[config.mk]
export PLATFORM = sky130hd
export DESIGN_NAME = wid_core
export DESIGN_NICKNAME = d
export VERILOG_FILES = /design/src/wid_pkg.sv /design/src/wid_core.sv
export SDC_FILE = /design/constraint.sdc
export NUM_CORES = 1
export LEC_CHECK = 0
export ABC_CLOCK_PERIOD_IN_PS = 2090
export BUFFER_PORTS_ARGS = -buffer_cell sky130_fd_sc_hd__buf_4
export CAP_MARGIN = 40
export CELL_PAD_IN_SITES_DETAIL_PLACEMENT = 0
export CELL_PAD_IN_SITES_GLOBAL_PLACEMENT = 1
export CORE_ASPECT_RATIO = 0.75
export CORE_MARGIN = 1.5
export CORE_UTILIZATION = 30
export CTS_BUF_LIST = sky130_fd_sc_hd__clkbuf_8
export CTS_CLUSTER_DIAMETER = 40
export DETAILED_ROUTE_END_ITERATION = 8
export MAX_ROUTING_LAYER = met4
export PLACE_DENSITY = 0.68
export REMOVE_ABC_BUFFERS = 1
export SYNTH_ARGS = -nofsm -noshare
export SYNTH_HDL_FRONTEND = slang
export SYNTH_SLANG_ARGS = --single-unit
[constraint.sdc]
create_clock -name pclk -period 2.09 [get_ports pclk]
set_clock_uncertainty 0.05 [all_clocks]
set_input_delay 0.418 -clock pclk [delete_from_list [all_inputs] [get_ports pclk]]
set_output_delay 0.418 -clock pclk [all_outputs]
set_load 0.05 [all_outputs]
[src/wid_pkg.sv]
// constants and types for the wake-up and interrupt dispatch block
package wid_pkg;
  // source indices
  localparam int unsigned NSRC     = 4;
  localparam int unsigned SRC_EXT  = 0;
  localparam int unsigned SRC_PORT = 1;
  localparam int unsigned SRC_TICK = 2;
  localparam int unsigned SRC_SER  = 3;
  // register byte offsets
  localparam logic [11:0] ADDR_CTRL  = 12'h000;
  localparam logic [11:0] ADDR_STAT  = 12'h004;
  localparam logic [11:0] ADDR_MASK  = 12'h008;
  localparam logic [11:0] ADDR_STATE = 12'h00c;
  // control register fields
  localparam int unsigned CTRL_EXT_WE   = 0;
  localparam int unsigned CTRL_EXT_IE   = 1;
  localparam int unsigned CTRL_PORT_WE  = 2;
  localparam int unsigned CTRL_PORT_IE  = 3;
  localparam int unsigned CTRL_TICK_IE  = 4;
  localparam int unsigned CTRL_SER_WE   = 5;
  localparam int unsigned CTRL_SER_IE   = 6;
  localparam int unsigned CTRL_MODE_LSB = 8;
  localparam int unsigned CTRL_W        = 10;
  // state register fields
  localparam int unsigned ST_MODE_LSB = 0;
  localparam int unsigned ST_GIE      = 2;
  localparam int unsigned ST_LOW      = 3;
  localparam int unsigned ST_ACT_LSB  = 4;
  localparam int unsigned ST_SRC_LSB  = 8;
  // reset values
  localparam logic [CTRL_W-1:0] CTRL_RST = 10'h000;
  localparam logic [NSRC-1:0]   MASK_RST = 4'h0;

  typedef enum logic [1:0] {
    PM_SLEEP, PM_IDLE, PM_GREEN, PM_NORMAL
  } wid_pmode_t;

  typedef enum logic [2:0] {
    ACT_NONE, ACT_NEXT, ACT_WAKE_NEXT, ACT_WAKE_VEC, ACT_VEC
  } wid_act_t;

  // one source's enable pair
  typedef struct packed {
    logic wake_en;
    logic irq_en;
  } wid_src_cfg_t;

  // what the program sequencer is told
  typedef struct packed {
    logic       wake;
    logic       resume_next;
    logic       take_vec;
    logic [1:0] src;
  } wid_dispatch_t;
endpackage

[src/wid_core.sv]
// wake-up and interrupt dispatch with apb registers
//
// Summary of operation
// - outcome per source depends on mode, global state, wake and irq enables.
// - tick overflow in idle, irq enabled, globals off: wake, next instruction.
// - tick overflow in green, irq enabled, globals on: branch to vector.
// - ext pin both enables in idle: wake, then next or vector by global state.
// - globals disabled before sleep: wake resumes after the sleep instruction.
// - globals enabled before sleep: wake with irq enabled takes the vector.
//
// The register offsets and register access over APB were chosen for this implementation.
`timescale 1ns/1ps
module wid_core #(
  parameter int unsigned AW = 12
) (
  // clock, reset, enable
  input  wire logic            pclk,
  input  wire logic            presetn,
  input  wire logic            ce,
  // apb slave
  input  wire logic            psel,
  input  wire logic            penable,
  input  wire logic            pwrite,
  input  wire logic [AW-1:0]   paddr,
  input  wire logic [31:0]     pwdata,
  output logic [31:0]          prdata,
  output logic                 pready,
  output logic                 pslverr,
  // core instruction strobes
  input  wire logic            sleep_instr,
  input  wire logic            global_irq_enable_instr,
  input  wire logic            global_irq_disable_instr,
  // source event pulses
  input  wire logic            ext_pin_evt,
  input  wire logic            port_change_evt,
  input  wire logic            tick_counter_ovf,
  input  wire logic            serial_rx_evt,
  input  wire logic            serial_is_slave,
  // to program sequencer
  output wid_pkg::wid_dispatch_t disp,
  output logic                 low_power,
  output logic                 irq
);
  // refuse an address bus too narrow for the register map
  if (AW < 12) begin : g_aw_check
    $error("wid_core: AW must be at least 12");
  end

  typedef enum {S_RUN, S_LOW} wid_state_t;

  // outcome of one source, mode and global state
  function automatic wid_pkg::wid_act_t resolve(
    input wid_pkg::wid_pmode_t m,
    input logic gie,
    input logic we,
    input logic ie);
    wid_pkg::wid_act_t a;
    a = wid_pkg::ACT_NONE;
    case (m)
      wid_pkg::PM_SLEEP, wid_pkg::PM_IDLE: begin
        if (!we) a = wid_pkg::ACT_NONE;
        else if (gie && ie) a = wid_pkg::ACT_WAKE_VEC;
        else a = wid_pkg::ACT_WAKE_NEXT;
      end
      wid_pkg::PM_GREEN, wid_pkg::PM_NORMAL: begin
        if (!ie) a = wid_pkg::ACT_NONE;
        else if (gie) a = wid_pkg::ACT_VEC;
        else a = wid_pkg::ACT_NEXT;
      end
      default: a = wid_pkg::ACT_NONE;
    endcase
    return a;
  endfunction

  // register and state flops
  logic [wid_pkg::CTRL_W-1:0] ctrl_q, ctrl_d;
  logic [wid_pkg::NSRC-1:0]   stat_q, stat_d;
  logic [wid_pkg::NSRC-1:0]   mask_q, mask_d;
  logic [31:0]                rdata_q, rdata_d;
  logic                       err_q, err_d;
  logic                       gie_q, gie_d;
  wid_state_t                 st_q, st_d;
  wid_pkg::wid_dispatch_t     disp_q, disp_d;
  wid_pkg::wid_act_t          last_q, last_d;

  // decode
  logic                       setup, acc_wr, hit;
  logic [11:0]                addr;
  wid_pkg::wid_pmode_t        mode_sel, mode_eff;
  wid_pkg::wid_src_cfg_t [wid_pkg::NSRC-1:0] cfg;
  logic [wid_pkg::NSRC-1:0]   evt;
  wid_pkg::wid_act_t [wid_pkg::NSRC-1:0]     act;
  logic [31:0]                state_word;

  assign addr     = paddr[11:0];
  assign setup    = psel && !penable;
  assign acc_wr   = psel && penable && pwrite;
  assign hit      = (addr == wid_pkg::ADDR_CTRL) || (addr == wid_pkg::ADDR_STAT)
                 || (addr == wid_pkg::ADDR_MASK) || (addr == wid_pkg::ADDR_STATE);
  assign mode_sel = wid_pkg::wid_pmode_t'(ctrl_q[wid_pkg::CTRL_MODE_LSB +: 2]);
  // awake, a low-power mode selection runs as normal mode
  assign mode_eff = (st_q == S_LOW) ? mode_sel
                  : ((mode_sel == wid_pkg::PM_GREEN) ? wid_pkg::PM_GREEN
                                                     : wid_pkg::PM_NORMAL);
  assign evt = {serial_rx_evt, tick_counter_ovf, port_change_evt, ext_pin_evt};

  // per-source enables; tick counter has no wake bit of its own
  always_comb begin
    cfg[wid_pkg::SRC_EXT].wake_en  = ctrl_q[wid_pkg::CTRL_EXT_WE];
    cfg[wid_pkg::SRC_EXT].irq_en   = ctrl_q[wid_pkg::CTRL_EXT_IE];
    cfg[wid_pkg::SRC_PORT].wake_en = ctrl_q[wid_pkg::CTRL_PORT_WE];
    cfg[wid_pkg::SRC_PORT].irq_en  = ctrl_q[wid_pkg::CTRL_PORT_IE];
    cfg[wid_pkg::SRC_TICK].wake_en = (mode_eff == wid_pkg::PM_IDLE)
                                   && ctrl_q[wid_pkg::CTRL_TICK_IE];
    cfg[wid_pkg::SRC_TICK].irq_en  = ctrl_q[wid_pkg::CTRL_TICK_IE];
    cfg[wid_pkg::SRC_SER].wake_en  = ctrl_q[wid_pkg::CTRL_SER_WE] && serial_is_slave;
    cfg[wid_pkg::SRC_SER].irq_en   = ctrl_q[wid_pkg::CTRL_SER_IE];
  end

  always_comb begin
    for (int i = 0; i < wid_pkg::NSRC; i++) begin
      act[i] = evt[i] ? resolve(mode_eff, gie_q, cfg[i].wake_en, cfg[i].irq_en)
                      : wid_pkg::ACT_NONE;
    end
  end

  assign state_word = {20'h00000, 2'b00, disp_q.src, 1'b0, last_q,
                       (st_q == S_LOW), gie_q, mode_sel};

  // dispatch and low-power sequence; lowest source index wins a tie
  always_comb begin
    st_d   = st_q;
    disp_d = '0;
    last_d = last_q;
    gie_d  = gie_q;
    // enable wins if both strobes land together
    if (global_irq_disable_instr) gie_d = 1'b0;
    if (global_irq_enable_instr) gie_d = 1'b1;
    case (st_q)
      S_RUN: begin
        if (sleep_instr && (mode_sel == wid_pkg::PM_SLEEP
                            || mode_sel == wid_pkg::PM_IDLE)) begin
          st_d = S_LOW;
        end else begin
          for (int i = wid_pkg::NSRC - 1; i >= 0; i--) begin
            if (act[i] != wid_pkg::ACT_NONE) begin
              last_d = act[i];
              disp_d.src = 2'(i);
              disp_d.take_vec = (act[i] == wid_pkg::ACT_VEC);
            end
          end
        end
      end
      S_LOW: begin
        for (int i = wid_pkg::NSRC - 1; i >= 0; i--) begin
          if (act[i] != wid_pkg::ACT_NONE) begin
            last_d = act[i];
            disp_d.src = 2'(i);
            disp_d.wake = 1'b1;
            disp_d.resume_next = (act[i] == wid_pkg::ACT_WAKE_NEXT);
            disp_d.take_vec = (act[i] == wid_pkg::ACT_WAKE_VEC);
          end
        end
        if (disp_d.wake) st_d = S_RUN;
      end
      default: st_d = S_RUN;
    endcase
  end

  // apb register next values
  always_comb begin
    ctrl_d  = ctrl_q;
    mask_d  = mask_q;
    stat_d  = stat_q;
    rdata_d = rdata_q;
    err_d   = err_q;
    if (acc_wr && addr == wid_pkg::ADDR_CTRL) ctrl_d = pwdata[wid_pkg::CTRL_W-1:0];
    if (acc_wr && addr == wid_pkg::ADDR_MASK) mask_d = pwdata[wid_pkg::NSRC-1:0];
    if (acc_wr && addr == wid_pkg::ADDR_STAT) stat_d = stat_q & ~pwdata[wid_pkg::NSRC-1:0];
    // new event beats a clear in the same cycle
    stat_d = stat_d | evt;
    if (setup) begin
      err_d = !hit;
      case (addr)
        wid_pkg::ADDR_CTRL:  rdata_d = {22'h000000, ctrl_q};
        wid_pkg::ADDR_STAT:  rdata_d = {28'h0000000, stat_q};
        wid_pkg::ADDR_MASK:  rdata_d = {28'h0000000, mask_q};
        wid_pkg::ADDR_STATE: rdata_d = state_word;
        default:             rdata_d = 32'h00000000;
      endcase
    end
  end

  // all state frozen while ce is low
  always_ff @(posedge pclk or negedge presetn) begin
    if (!presetn) begin
      ctrl_q  <= wid_pkg::CTRL_RST;
      mask_q  <= wid_pkg::MASK_RST;
      stat_q  <= 4'h0;
      rdata_q <= 32'h00000000;
      err_q   <= 1'b0;
      gie_q   <= 1'b0;
      st_q    <= S_RUN;
      disp_q  <= '0;
      last_q  <= wid_pkg::ACT_NONE;
    end else if (ce) begin
      ctrl_q  <= ctrl_d;
      mask_q  <= mask_d;
      stat_q  <= stat_d;
      rdata_q <= rdata_d;
      err_q   <= err_d;
      gie_q   <= gie_d;
      st_q    <= st_d;
      disp_q  <= disp_d;
      last_q  <= last_d;
    end
  end

  // outputs; zero-wait apb, data latched in setup
  assign prdata    = rdata_q;
  assign pready    = 1'b1;
  assign pslverr   = psel && penable && err_q;
  assign disp      = disp_q;
  assign low_power = (st_q == S_LOW);
  assign irq       = |(stat_q & mask_q);

  // helper terms for checks
  logic only_tick, idle_low, green_run;
  assign only_tick = tick_counter_ovf && !ext_pin_evt && !port_change_evt;
  assign idle_low  = (st_q == S_LOW) && (mode_sel == wid_pkg::PM_IDLE);
  assign green_run = (st_q == S_RUN) && (mode_sel == wid_pkg::PM_GREEN) && !sleep_instr;

  chk_idle_tick_next: assert property (@(posedge pclk) disable iff (!presetn)
    ce && idle_low && only_tick && ctrl_q[wid_pkg::CTRL_TICK_IE] && !gie_q
    |=> disp.wake && disp.resume_next && !disp.take_vec && disp.src == 2'd2)
    else $error("idle tick overflow did not wake to next instruction");

  chk_green_tick_vec: assert property (@(posedge pclk) disable iff (!presetn)
    ce && green_run && only_tick && ctrl_q[wid_pkg::CTRL_TICK_IE] && gie_q
    |=> disp.take_vec && !disp.wake && disp.src == 2'd2)
    else $error("green tick overflow did not take the vector");

  chk_ext_idle_wake: assert property (@(posedge pclk) disable iff (!presetn)
    ce && idle_low && ext_pin_evt && ctrl_q[wid_pkg::CTRL_EXT_WE]
    && ctrl_q[wid_pkg::CTRL_EXT_IE]
    |=> disp.wake && disp.src == 2'd0 && (disp.take_vec == $past(gie_q)))
    else $error("ext pin idle wake chose wrong continuation");

  chk_wake_next_gie: assert property (@(posedge pclk) disable iff (!presetn)
    disp.wake && !$past(gie_q) |-> disp.resume_next && !disp.take_vec)
    else $error("wake with globals off did not resume next");

  chk_wake_vec_gie: assert property (@(posedge pclk) disable iff (!presetn)
    disp.take_vec && disp.wake |-> $past(gie_q) && !disp.resume_next)
    else $error("wake to vector without globals on");

  // wake bit gates low wake; a later event may still wake legally
  chk_no_wake_off: assert property (@(posedge pclk) disable iff (!presetn)
    ce && (st_q == S_LOW) && ext_pin_evt && !ctrl_q[wid_pkg::CTRL_EXT_WE]
    && !port_change_evt && !tick_counter_ovf && !serial_rx_evt
    |=> !disp.wake && low_power)
    else $error("source woke with its wake enable off");

  chk_wake_exits_low: assert property (@(posedge pclk) disable iff (!presetn)
    $rose(disp.wake) |-> !low_power && $past(low_power))
    else $error("wake pulse without leaving low power");

  chk_sleep_tick: assert property (@(posedge pclk) disable iff (!presetn)
    ce && (st_q == S_LOW) && (mode_sel == wid_pkg::PM_SLEEP) && only_tick
    && !serial_rx_evt |=> !disp.wake)
    else $error("tick overflow woke from sleep");

  chk_sticky_set: assert property (@(posedge pclk) disable iff (!presetn)
    ce && tick_counter_ovf |=> stat_q[wid_pkg::SRC_TICK])
    else $error("tick overflow did not set its status bit");

  // unmasked status raises irq; a mask write in that cycle may hide it
  chk_irq_level: assert property (@(posedge pclk) disable iff (!presetn)
    ce && tick_counter_ovf && mask_q[wid_pkg::SRC_TICK]
    && !(acc_wr && addr == wid_pkg::ADDR_MASK) |=> irq)
    else $error("unmasked status did not raise the interrupt");

  cov_idle_wake_next: cover property (@(posedge pclk) disable iff (!presetn)
    disp.wake && disp.resume_next);
  cov_sleep_wake_vec: cover property (@(posedge pclk) disable iff (!presetn)
    disp.wake && disp.take_vec);
  cov_run_vec: cover property (@(posedge pclk) disable iff (!presetn)
    disp.take_vec && !disp.wake);
  cov_bad_addr: cover property (@(posedge pclk) disable iff (!presetn)
    pslverr);
endmodule

# Word-level counts from Yosys, hierarchy flattened
# Index checks and enable logic that the tools add are counted.
dict set report word_totals {
  regBits 92
  latch_bits 0
  ramBits 0
  rom_bits 0
  input_bits 58
  word_cells 128
  memories 0
}
dict set report classes {
  add_sub_neg 0
  mul 0
  n_div 0
  order_cmp 0
  eq_ne 25
  shifts 0
  muxes 48
  n_bitwise 4
  reduce_logical 39
}
# op count
set ops {}
lappend ops {{2-to-1 mux 32 bit} 2}
lappend ops {{case mux 32 bit (2 select lines)} 1}
lappend ops {{2-to-1 mux 3 bit} 19}
lappend ops {{case mux 10 bit (4 select lines)} 1}
lappend ops {{case mux 3 bit (2 select lines)} 6}
lappend ops {{== test 32 x 1 -> 1 bit (second input constant)} 1}
lappend ops {{== test 32 x 2 -> 1 bit (second input constant)} 1}
lappend ops {{logical NOT 32 bit} 1}
lappend ops {{2-to-1 mux 5 bit} 5}
lappend ops {{== test 12 x 4 -> 1 bit (second input constant)} 2}
lappend ops {{== test 3 x 2 -> 1 bit (second input constant)} 8}
lappend ops {{logical AND 1 bit} 14}
lappend ops {{== test 12 x 3 -> 1 bit (second input constant)} 1}
lappend ops {{== test 3 bit (second input constant)} 4}
lappend ops {{logical NOT 12 bit} 1}
lappend ops {{2-to-1 mux 2 bit} 6}
lappend ops {{nonzero test 3 bit} 4}
lappend ops {{bitwise AND 4 bit} 2}
lappend ops {{AND reduction 2 bit} 4}
lappend ops {{2-to-1 mux 1 bit} 7}
lappend ops {{== test 2 bit (second input constant)} 3}
lappend ops {{!= test 2 bit (second input constant)} 3}
lappend ops {{AND reduction 3 bit} 2}
lappend ops {{== test 2 x 1 -> 1 bit (second input constant)} 2}
lappend ops {{9 further kinds} 16}

# Depth between registers and ports, before layout
dict set report depth {
  depth_word 15
  mapped_depth 7
}

# Worst setup path before layout
# No wires, ideal clock.
dict set report synth_path {
  path_kind {register to register}
  startpoint {register st_q[0]}
  endpoint {register last_q[1]}
  setup_ns 0.128
  arrival_ns 2.002
  required_ns 1.912
  slack_ns -0.090
  path_stages_with_launch 6
  synth_period_minus_slack_ns 2.180
  path_cell_list {dfrtp_1 nor2b_2 mux2i_1 nor2_1 o31ai_4 mux2_1}
}
dict set report synth_between {
  elab_chain_len 13
  word_cells_on_any_way 33
  classes_between {6 x eq/ne; 16 x mux; 11 x reduce/logical}
}
# item line
set synth_rtl {}
lappend synth_rtl {{start: declaration} wid_core.sv:82} ;# wid_state_t st_q, st_d;
lappend synth_rtl {{start signal: assignment} wid_core.sv:213} ;# st_q <= st_d;
lappend synth_rtl {{== test 32 x 2 -> 1 bit} -}
lappend synth_rtl {{2-to-1 mux 2 bit} wid_core.sv:102} ;# assign mode_eff = (st_q == S_LOW) ? mode_sel
lappend synth_rtl {{== test 2 bit, or another cell as far along} wid_core.sv:59} ;# case (m)
lappend synth_rtl {{OR reduction 2 bit or logical AND 1 bit (tied branches)} {wid_core.sv:59, wid_core.sv:114}}
lappend synth_rtl {{case mux 3 bit (2 select lines) or 2-to-1 mux 2 bit (tied branches)} {wid_core.sv:59, wid_core.sv:61}}
lappend synth_rtl {{2-to-1 mux 3 bit or case mux 3 bit (2 select lines) (tied branches)} {wid_core.sv:122, wid_core.sv:59}}
lappend synth_rtl {{nonzero test 3 bit or 2-to-1 mux 3 bit (tied branches)} {wid_core.sv:146, wid_core.sv:156, wid_core.sv:122}}
lappend synth_rtl {{2-to-1 mux 3 bit or nonzero test 3 bit (tied branches)} {wid_core.sv:146, wid_core.sv:156}}
lappend synth_rtl {{2-to-1 mux 3 bit (2 in series)} wid_core.sv:156} ;# if (act[i] != wid_pkg::ACT_NONE) begin
lappend synth_rtl {{2-to-1 mux 3 bit} wid_core.sv:146} ;# if (act[i] != wid_pkg::ACT_NONE) begin
lappend synth_rtl {{2-to-1 mux 3 bit} wid_core.sv:141} ;# if (sleep_instr && (mode_sel == wid_pkg::PM_SLEEP
lappend synth_rtl {{case mux 3 bit (2 select lines)} wid_core.sv:139} ;# case (st_q)
lappend synth_rtl {{end signal: assignment} wid_core.sv:205} ;# last_q <= wid_pkg::ACT_NONE;
lappend synth_rtl {{end signal: assignment} wid_core.sv:215} ;# last_q <= last_d;
lappend synth_rtl {{end: declaration} wid_core.sv:84} ;# wid_pkg::wid_act_t last_q, last_d;
# Several ways; a longest one is shown, not always the timed one. The select of a mux whose other input is x is not followed.
# A chain may end at the register's enable or synchronous reset.

# Worst setup path after layout
dict set report layout_path {
  startpoint {register st_q[0]}
  endpoint {register last_q[2]}
}
# The elaborated chain is that of the path after synthesis.

==> qor.txt <==
CLOCK NETWORK
----------------------------------------------------------------------------------------------------
Number of H-tree levels                                                                            2
Number of clock sinks                                                                             39
Clock tree from TritonCTS                                                                        yes
CTS Buf Count                                                                                      5
Clk Latency, worst-skew pair                                                                 0.29 ns
Setup repair bufs after CTS                                                                        0
Largest buffer count on any clock path                                                             2
Clock-pin slew reported for the worst setup and hold paths after clock tree synthesis        0.08 ns
Quantity of hold-fixing buffers added after cts                                                    0
Clock tree root buffer cell                                                             sky130_fd_sc_hd__clkbuf_8

STA
----------------------------------------------------------------------------------------------------
Max transition margin                                                                          0.655
Total negative slack                                                                            0 ns
Crit share post-route                                                                          0.949
RSZ-0062 raised after global routing                                                           false
Final critical delay including setup and external delays                                     1.98 ns
Peak Freq                                                                                    504 MHz
Measured slew at the worst slew-check pin                                                   0.518 ns
Number of setup violations in the final report                                                     0
Slew Viols, Final                                                                                  0
Count of final hold-check violations                                                               0
Final Worst Setup Slack                                                                     0.106 ns

DETAILED ROUTING
----------------------------------------------------------------------------------------------------
Via total after detailed routing                                                                1906
Via density                                                                                     4.77
Number of search-and-repair iterations in the first detailed-routing pass                          5
Antenna viol nets, final                                                                           0
Number of remaining DRC errors                                                                     0
Detailed router's first-iteration violation count                                                114
Total Wirelength                                                                        6260 microns
Average detailed-routed wire length per instance                                        15.7 microns

GLOBAL ROUTING
----------------------------------------------------------------------------------------------------
Vias in the first global route                                                                  1824
Overall overflow remaining after global route                                                      0
Wire length of the first global-routing pass                                            10100 microns
Global Route Usage Sum                                                                         0.161
Antenna violations before repair                                                                   0
Maximum number of pins on one net before global-route repair                                      40

FLOW RUN
----------------------------------------------------------------------------------------------------
# Max-Cap Violations                                                                               0

FLOORPLANNING
----------------------------------------------------------------------------------------------------
Die outline width                                                                        106 microns
Cell row count                                                                                    27
Die footprint                                                                             8440 sq um
Height of the die                                                                       80.0 microns
Ports                                                                                             99
CORE AREA                                                                                 7500 sq um
Initial standard-cell utilization of the core                                                  0.316

CELLS AND AREA
----------------------------------------------------------------------------------------------------
Number of nets in the layout                                                                     356
Fraction of final layout cells sized beyond drive strength 1                                   0.361
Final standard cell area without fillers                                                  2980 sq um
Inserted Diodes                                                                                    0
Area growth from synthesis to layout                                                           26.0%

LOGIC SYNTHESIS
----------------------------------------------------------------------------------------------------
#FFs+latches synth                                                                                39
Flip-flop cell with the highest count after synthesis                                   sky130_fd_sc_hd__dfrtp_1
Portion of synthesized cell area occupied by the leading cell type                             0.412
Syn Area/Cell                                                                             10.3 sq um
Synth cell types                                                                                  52
Warnings from Yosys                                                                                0
Synthesized instance count                                                                       231
Cell taking the most area after synthesis                                               sky130_fd_sc_hd__dfrtp_1
Fraction of registers with async set/reset                                                      1.00
Share of the yosys chip area belonging to registers                                            0.412
Total standard cell area after synthesis                                                  2370 sq um
Most area-consuming cells after synthesis                                               sky130_fd_sc_hd__dfrtp_1 (41%), sky130_fd_sc_hd__buf_4 (7.3%), sky130_fd_sc_hd__mux2_4 (6.3%)
Number of flops mapped to enable cells by yosys                                                    0

POWER AND IR DROP
----------------------------------------------------------------------------------------------------
Largest vdd supply drop                                                                       266 uV
Total design power                                                                           1.65 mW
Ratio of total power to cell area                                                        554 nW/um^2
Leak pwr                                                                                     1.42 nW

WORST SETUP PATH
----------------------------------------------------------------------------------------------------
Required arrival time at the worst endpoint                                                  2.22 ns
RR Startpoint                                                                                st_q[0]
CP Max Fanout                                                                                      6
R2R cell count                                                                                     5
Critical path destination                                                                  last_q[2]
R2R setup slack                                                                              0.11 ns
Reg2reg end                                                                                last_q[2]
Sort of element at the end of the critical path                                                 flop
Category of the critical setup timing path                                                   reg2reg
Critical path origin                                                                         st_q[0]
Worst path arrival time                                                                      2.12 ns
Critical Path Start Type                                                                        flop

PLACED DESIGN
----------------------------------------------------------------------------------------------------
Placement Setup Slack                                                                      0.0136 ns
Last weighted congestion value of the routability-driven placer                                0.818
Final HPWL from detailed placement                                                      4850 microns
Number of port buffers                                                                            53
Dpl cell area                                                                             2870 sq um

RUN STATUS
----------------------------------------------------------------------------------------------------
Outcome                                                                                 finished, final reports clean

HOLD PATH
----------------------------------------------------------------------------------------------------
Class of the tightest hold or removal check                                                 in2async

-- layout by cell type, fill, tap and decap left out, types with 2 or more instances in the layout --
master                      synthesis  layout
sky130_fd_sc_hd__a21oi_1            7       7
sky130_fd_sc_hd__a22o_1             6       6
sky130_fd_sc_hd__a22oi_1            9       9
sky130_fd_sc_hd__a31oi_1            4       4
sky130_fd_sc_hd__and3_1             2       2
sky130_fd_sc_hd__buf_4             23      71
sky130_fd_sc_hd__clkbuf_8           0       5
sky130_fd_sc_hd__conb_1             2      23
sky130_fd_sc_hd__dfrtp_1           39      39
sky130_fd_sc_hd__inv_1              7       7
sky130_fd_sc_hd__mux2_1             2       2
sky130_fd_sc_hd__mux2_2             4       4
sky130_fd_sc_hd__mux2_4            10      10
sky130_fd_sc_hd__mux2i_2            1       2
sky130_fd_sc_hd__mux4_2             4       4
sky130_fd_sc_hd__nand2_1           36      36
sky130_fd_sc_hd__nand2b_1           4       4
sky130_fd_sc_hd__nand3_1           10      10
sky130_fd_sc_hd__nand4_1            2       2
sky130_fd_sc_hd__nor2_1            11      11
sky130_fd_sc_hd__nor3b_1            3       3
sky130_fd_sc_hd__nor4_2             2       2
sky130_fd_sc_hd__o2111ai_1          2       2
sky130_fd_sc_hd__o21ai_1            5       5
sky130_fd_sc_hd__o32ai_1            2       2
-- power breakdown --
| part | internal (mW) | switching [mW] | total [mW] |
|---|---|---|---|
| clock | 0.356 | 0.286 | 0.641 |
| sequential | 0.759 | 0.00574 | 0.764 |
| combinational | 0.0723 | 0.175 | 0.247 |
| total | 1.19 | 0.466 | 1.65 |
-- critical path, stage by stage, from the launching register on --
cell and delay (ns):
sky130_fd_sc_hd__dfrtp_1 0.46, sky130_fd_sc_hd__nand2b_1 0.21, sky130_fd_sc_hd__mux2i_2 0.31, sky130_fd_sc_hd__o22ai_2 0.16, sky130_fd_sc_hd__o31ai_4 0.33, sky130_fd_sc_hd__mux2_1 0.35
-- through the flow --
| stage | hold slack [ns] | cells | util |
|---|---|---|---|
| floorplan | 0.0724 | 220 | - |
| global placement | 0.379 | 392 | 0.382 |
| detailed placement | 0.382 | 392 | 0.382 |
| CTS | 0.0535 | 400 | 0.397 |
| global route | 0.0650 | 400 | 0.398 |
| finish | 0.0392 | 400 | 0.398 |
-- Yosys cell counts (5+ instances only) --
master and count:
sky130_fd_sc_hd__nand3_1 10, sky130_fd_sc_hd__mux2_4 10, sky130_fd_sc_hd__buf_4 23, sky130_fd_sc_hd__a22o_1 6, sky130_fd_sc_hd__o21ai_1 5, sky130_fd_sc_hd__dfrtp_1 39
sky130_fd_sc_hd__nor2_1 11, sky130_fd_sc_hd__inv_1 7, sky130_fd_sc_hd__a21oi_1 7, sky130_fd_sc_hd__nand2_1 36, sky130_fd_sc_hd__a22oi_1 9
-- area by class of cell --
cell class,instances,area [sq um]
clock buffer,5,68.8
tap,101,126
timing repair buffer,71,533
sequential,39,976
fill,784,4520
inverter,7,26.3
clock inverter,3,43.8
multi-input combinational,174,1210
-- worst min path at each step --
stage / depth (start not counted) / slack (ns) / endpoint
2_1_floorplan: 0 / 0.07 / ctrl_q[0]
3_3_place_gp: 1 / 0.38 / prdata[1]
3_5_place_dp: 1 / 0.38 / prdata[1]
4_1_cts: 1 / 0.05 / prdata[1]
5_1_grt: 1 / 0.06 / prdata[5]
6_report: 1 / 0.04 / prdata[2]
-- routing by layer --
| metal | GRT usage | share of wire | vias to the layer above |
|---|---|---|---|
| met1 | 0.243 | 0.52 | 897 |
| met3 | 0.0343 | 0.072 | 6 |
| met2 | 0.221 | 0.40 | 80 |
| met5 | - | 0 | - |
| li1 | - | - | 923 |
| met4 | 0.0284 | 0.0050 | 0 |
-- cell families after synthesis --
family,count (synthesis),share of synthesized area
AOI/OAI and AO/OA,49,0.159
buffers and inverters,39,0.113
DFF,39,0.412
muxes,23,0.144
other,2,0.00317
and+or+nand+nor,79,0.169
-- registers in the layout, indices dropped and copies added (netlist names) --
signal / count
ctrl_q: 10
err_q: 1
prdata: 10
disp: 5
gie_q: 1
mask_q: 4
st_q: 1
stat_q: 4
last_q: 3
-- repair_timing --
item                                    4_1_cts  5_1_grt
endpoints found under the setup margin        0        3
resized for setup                             0        2
endpoints found under the hold margin         0        0
(Power assumes the default switching activity.)
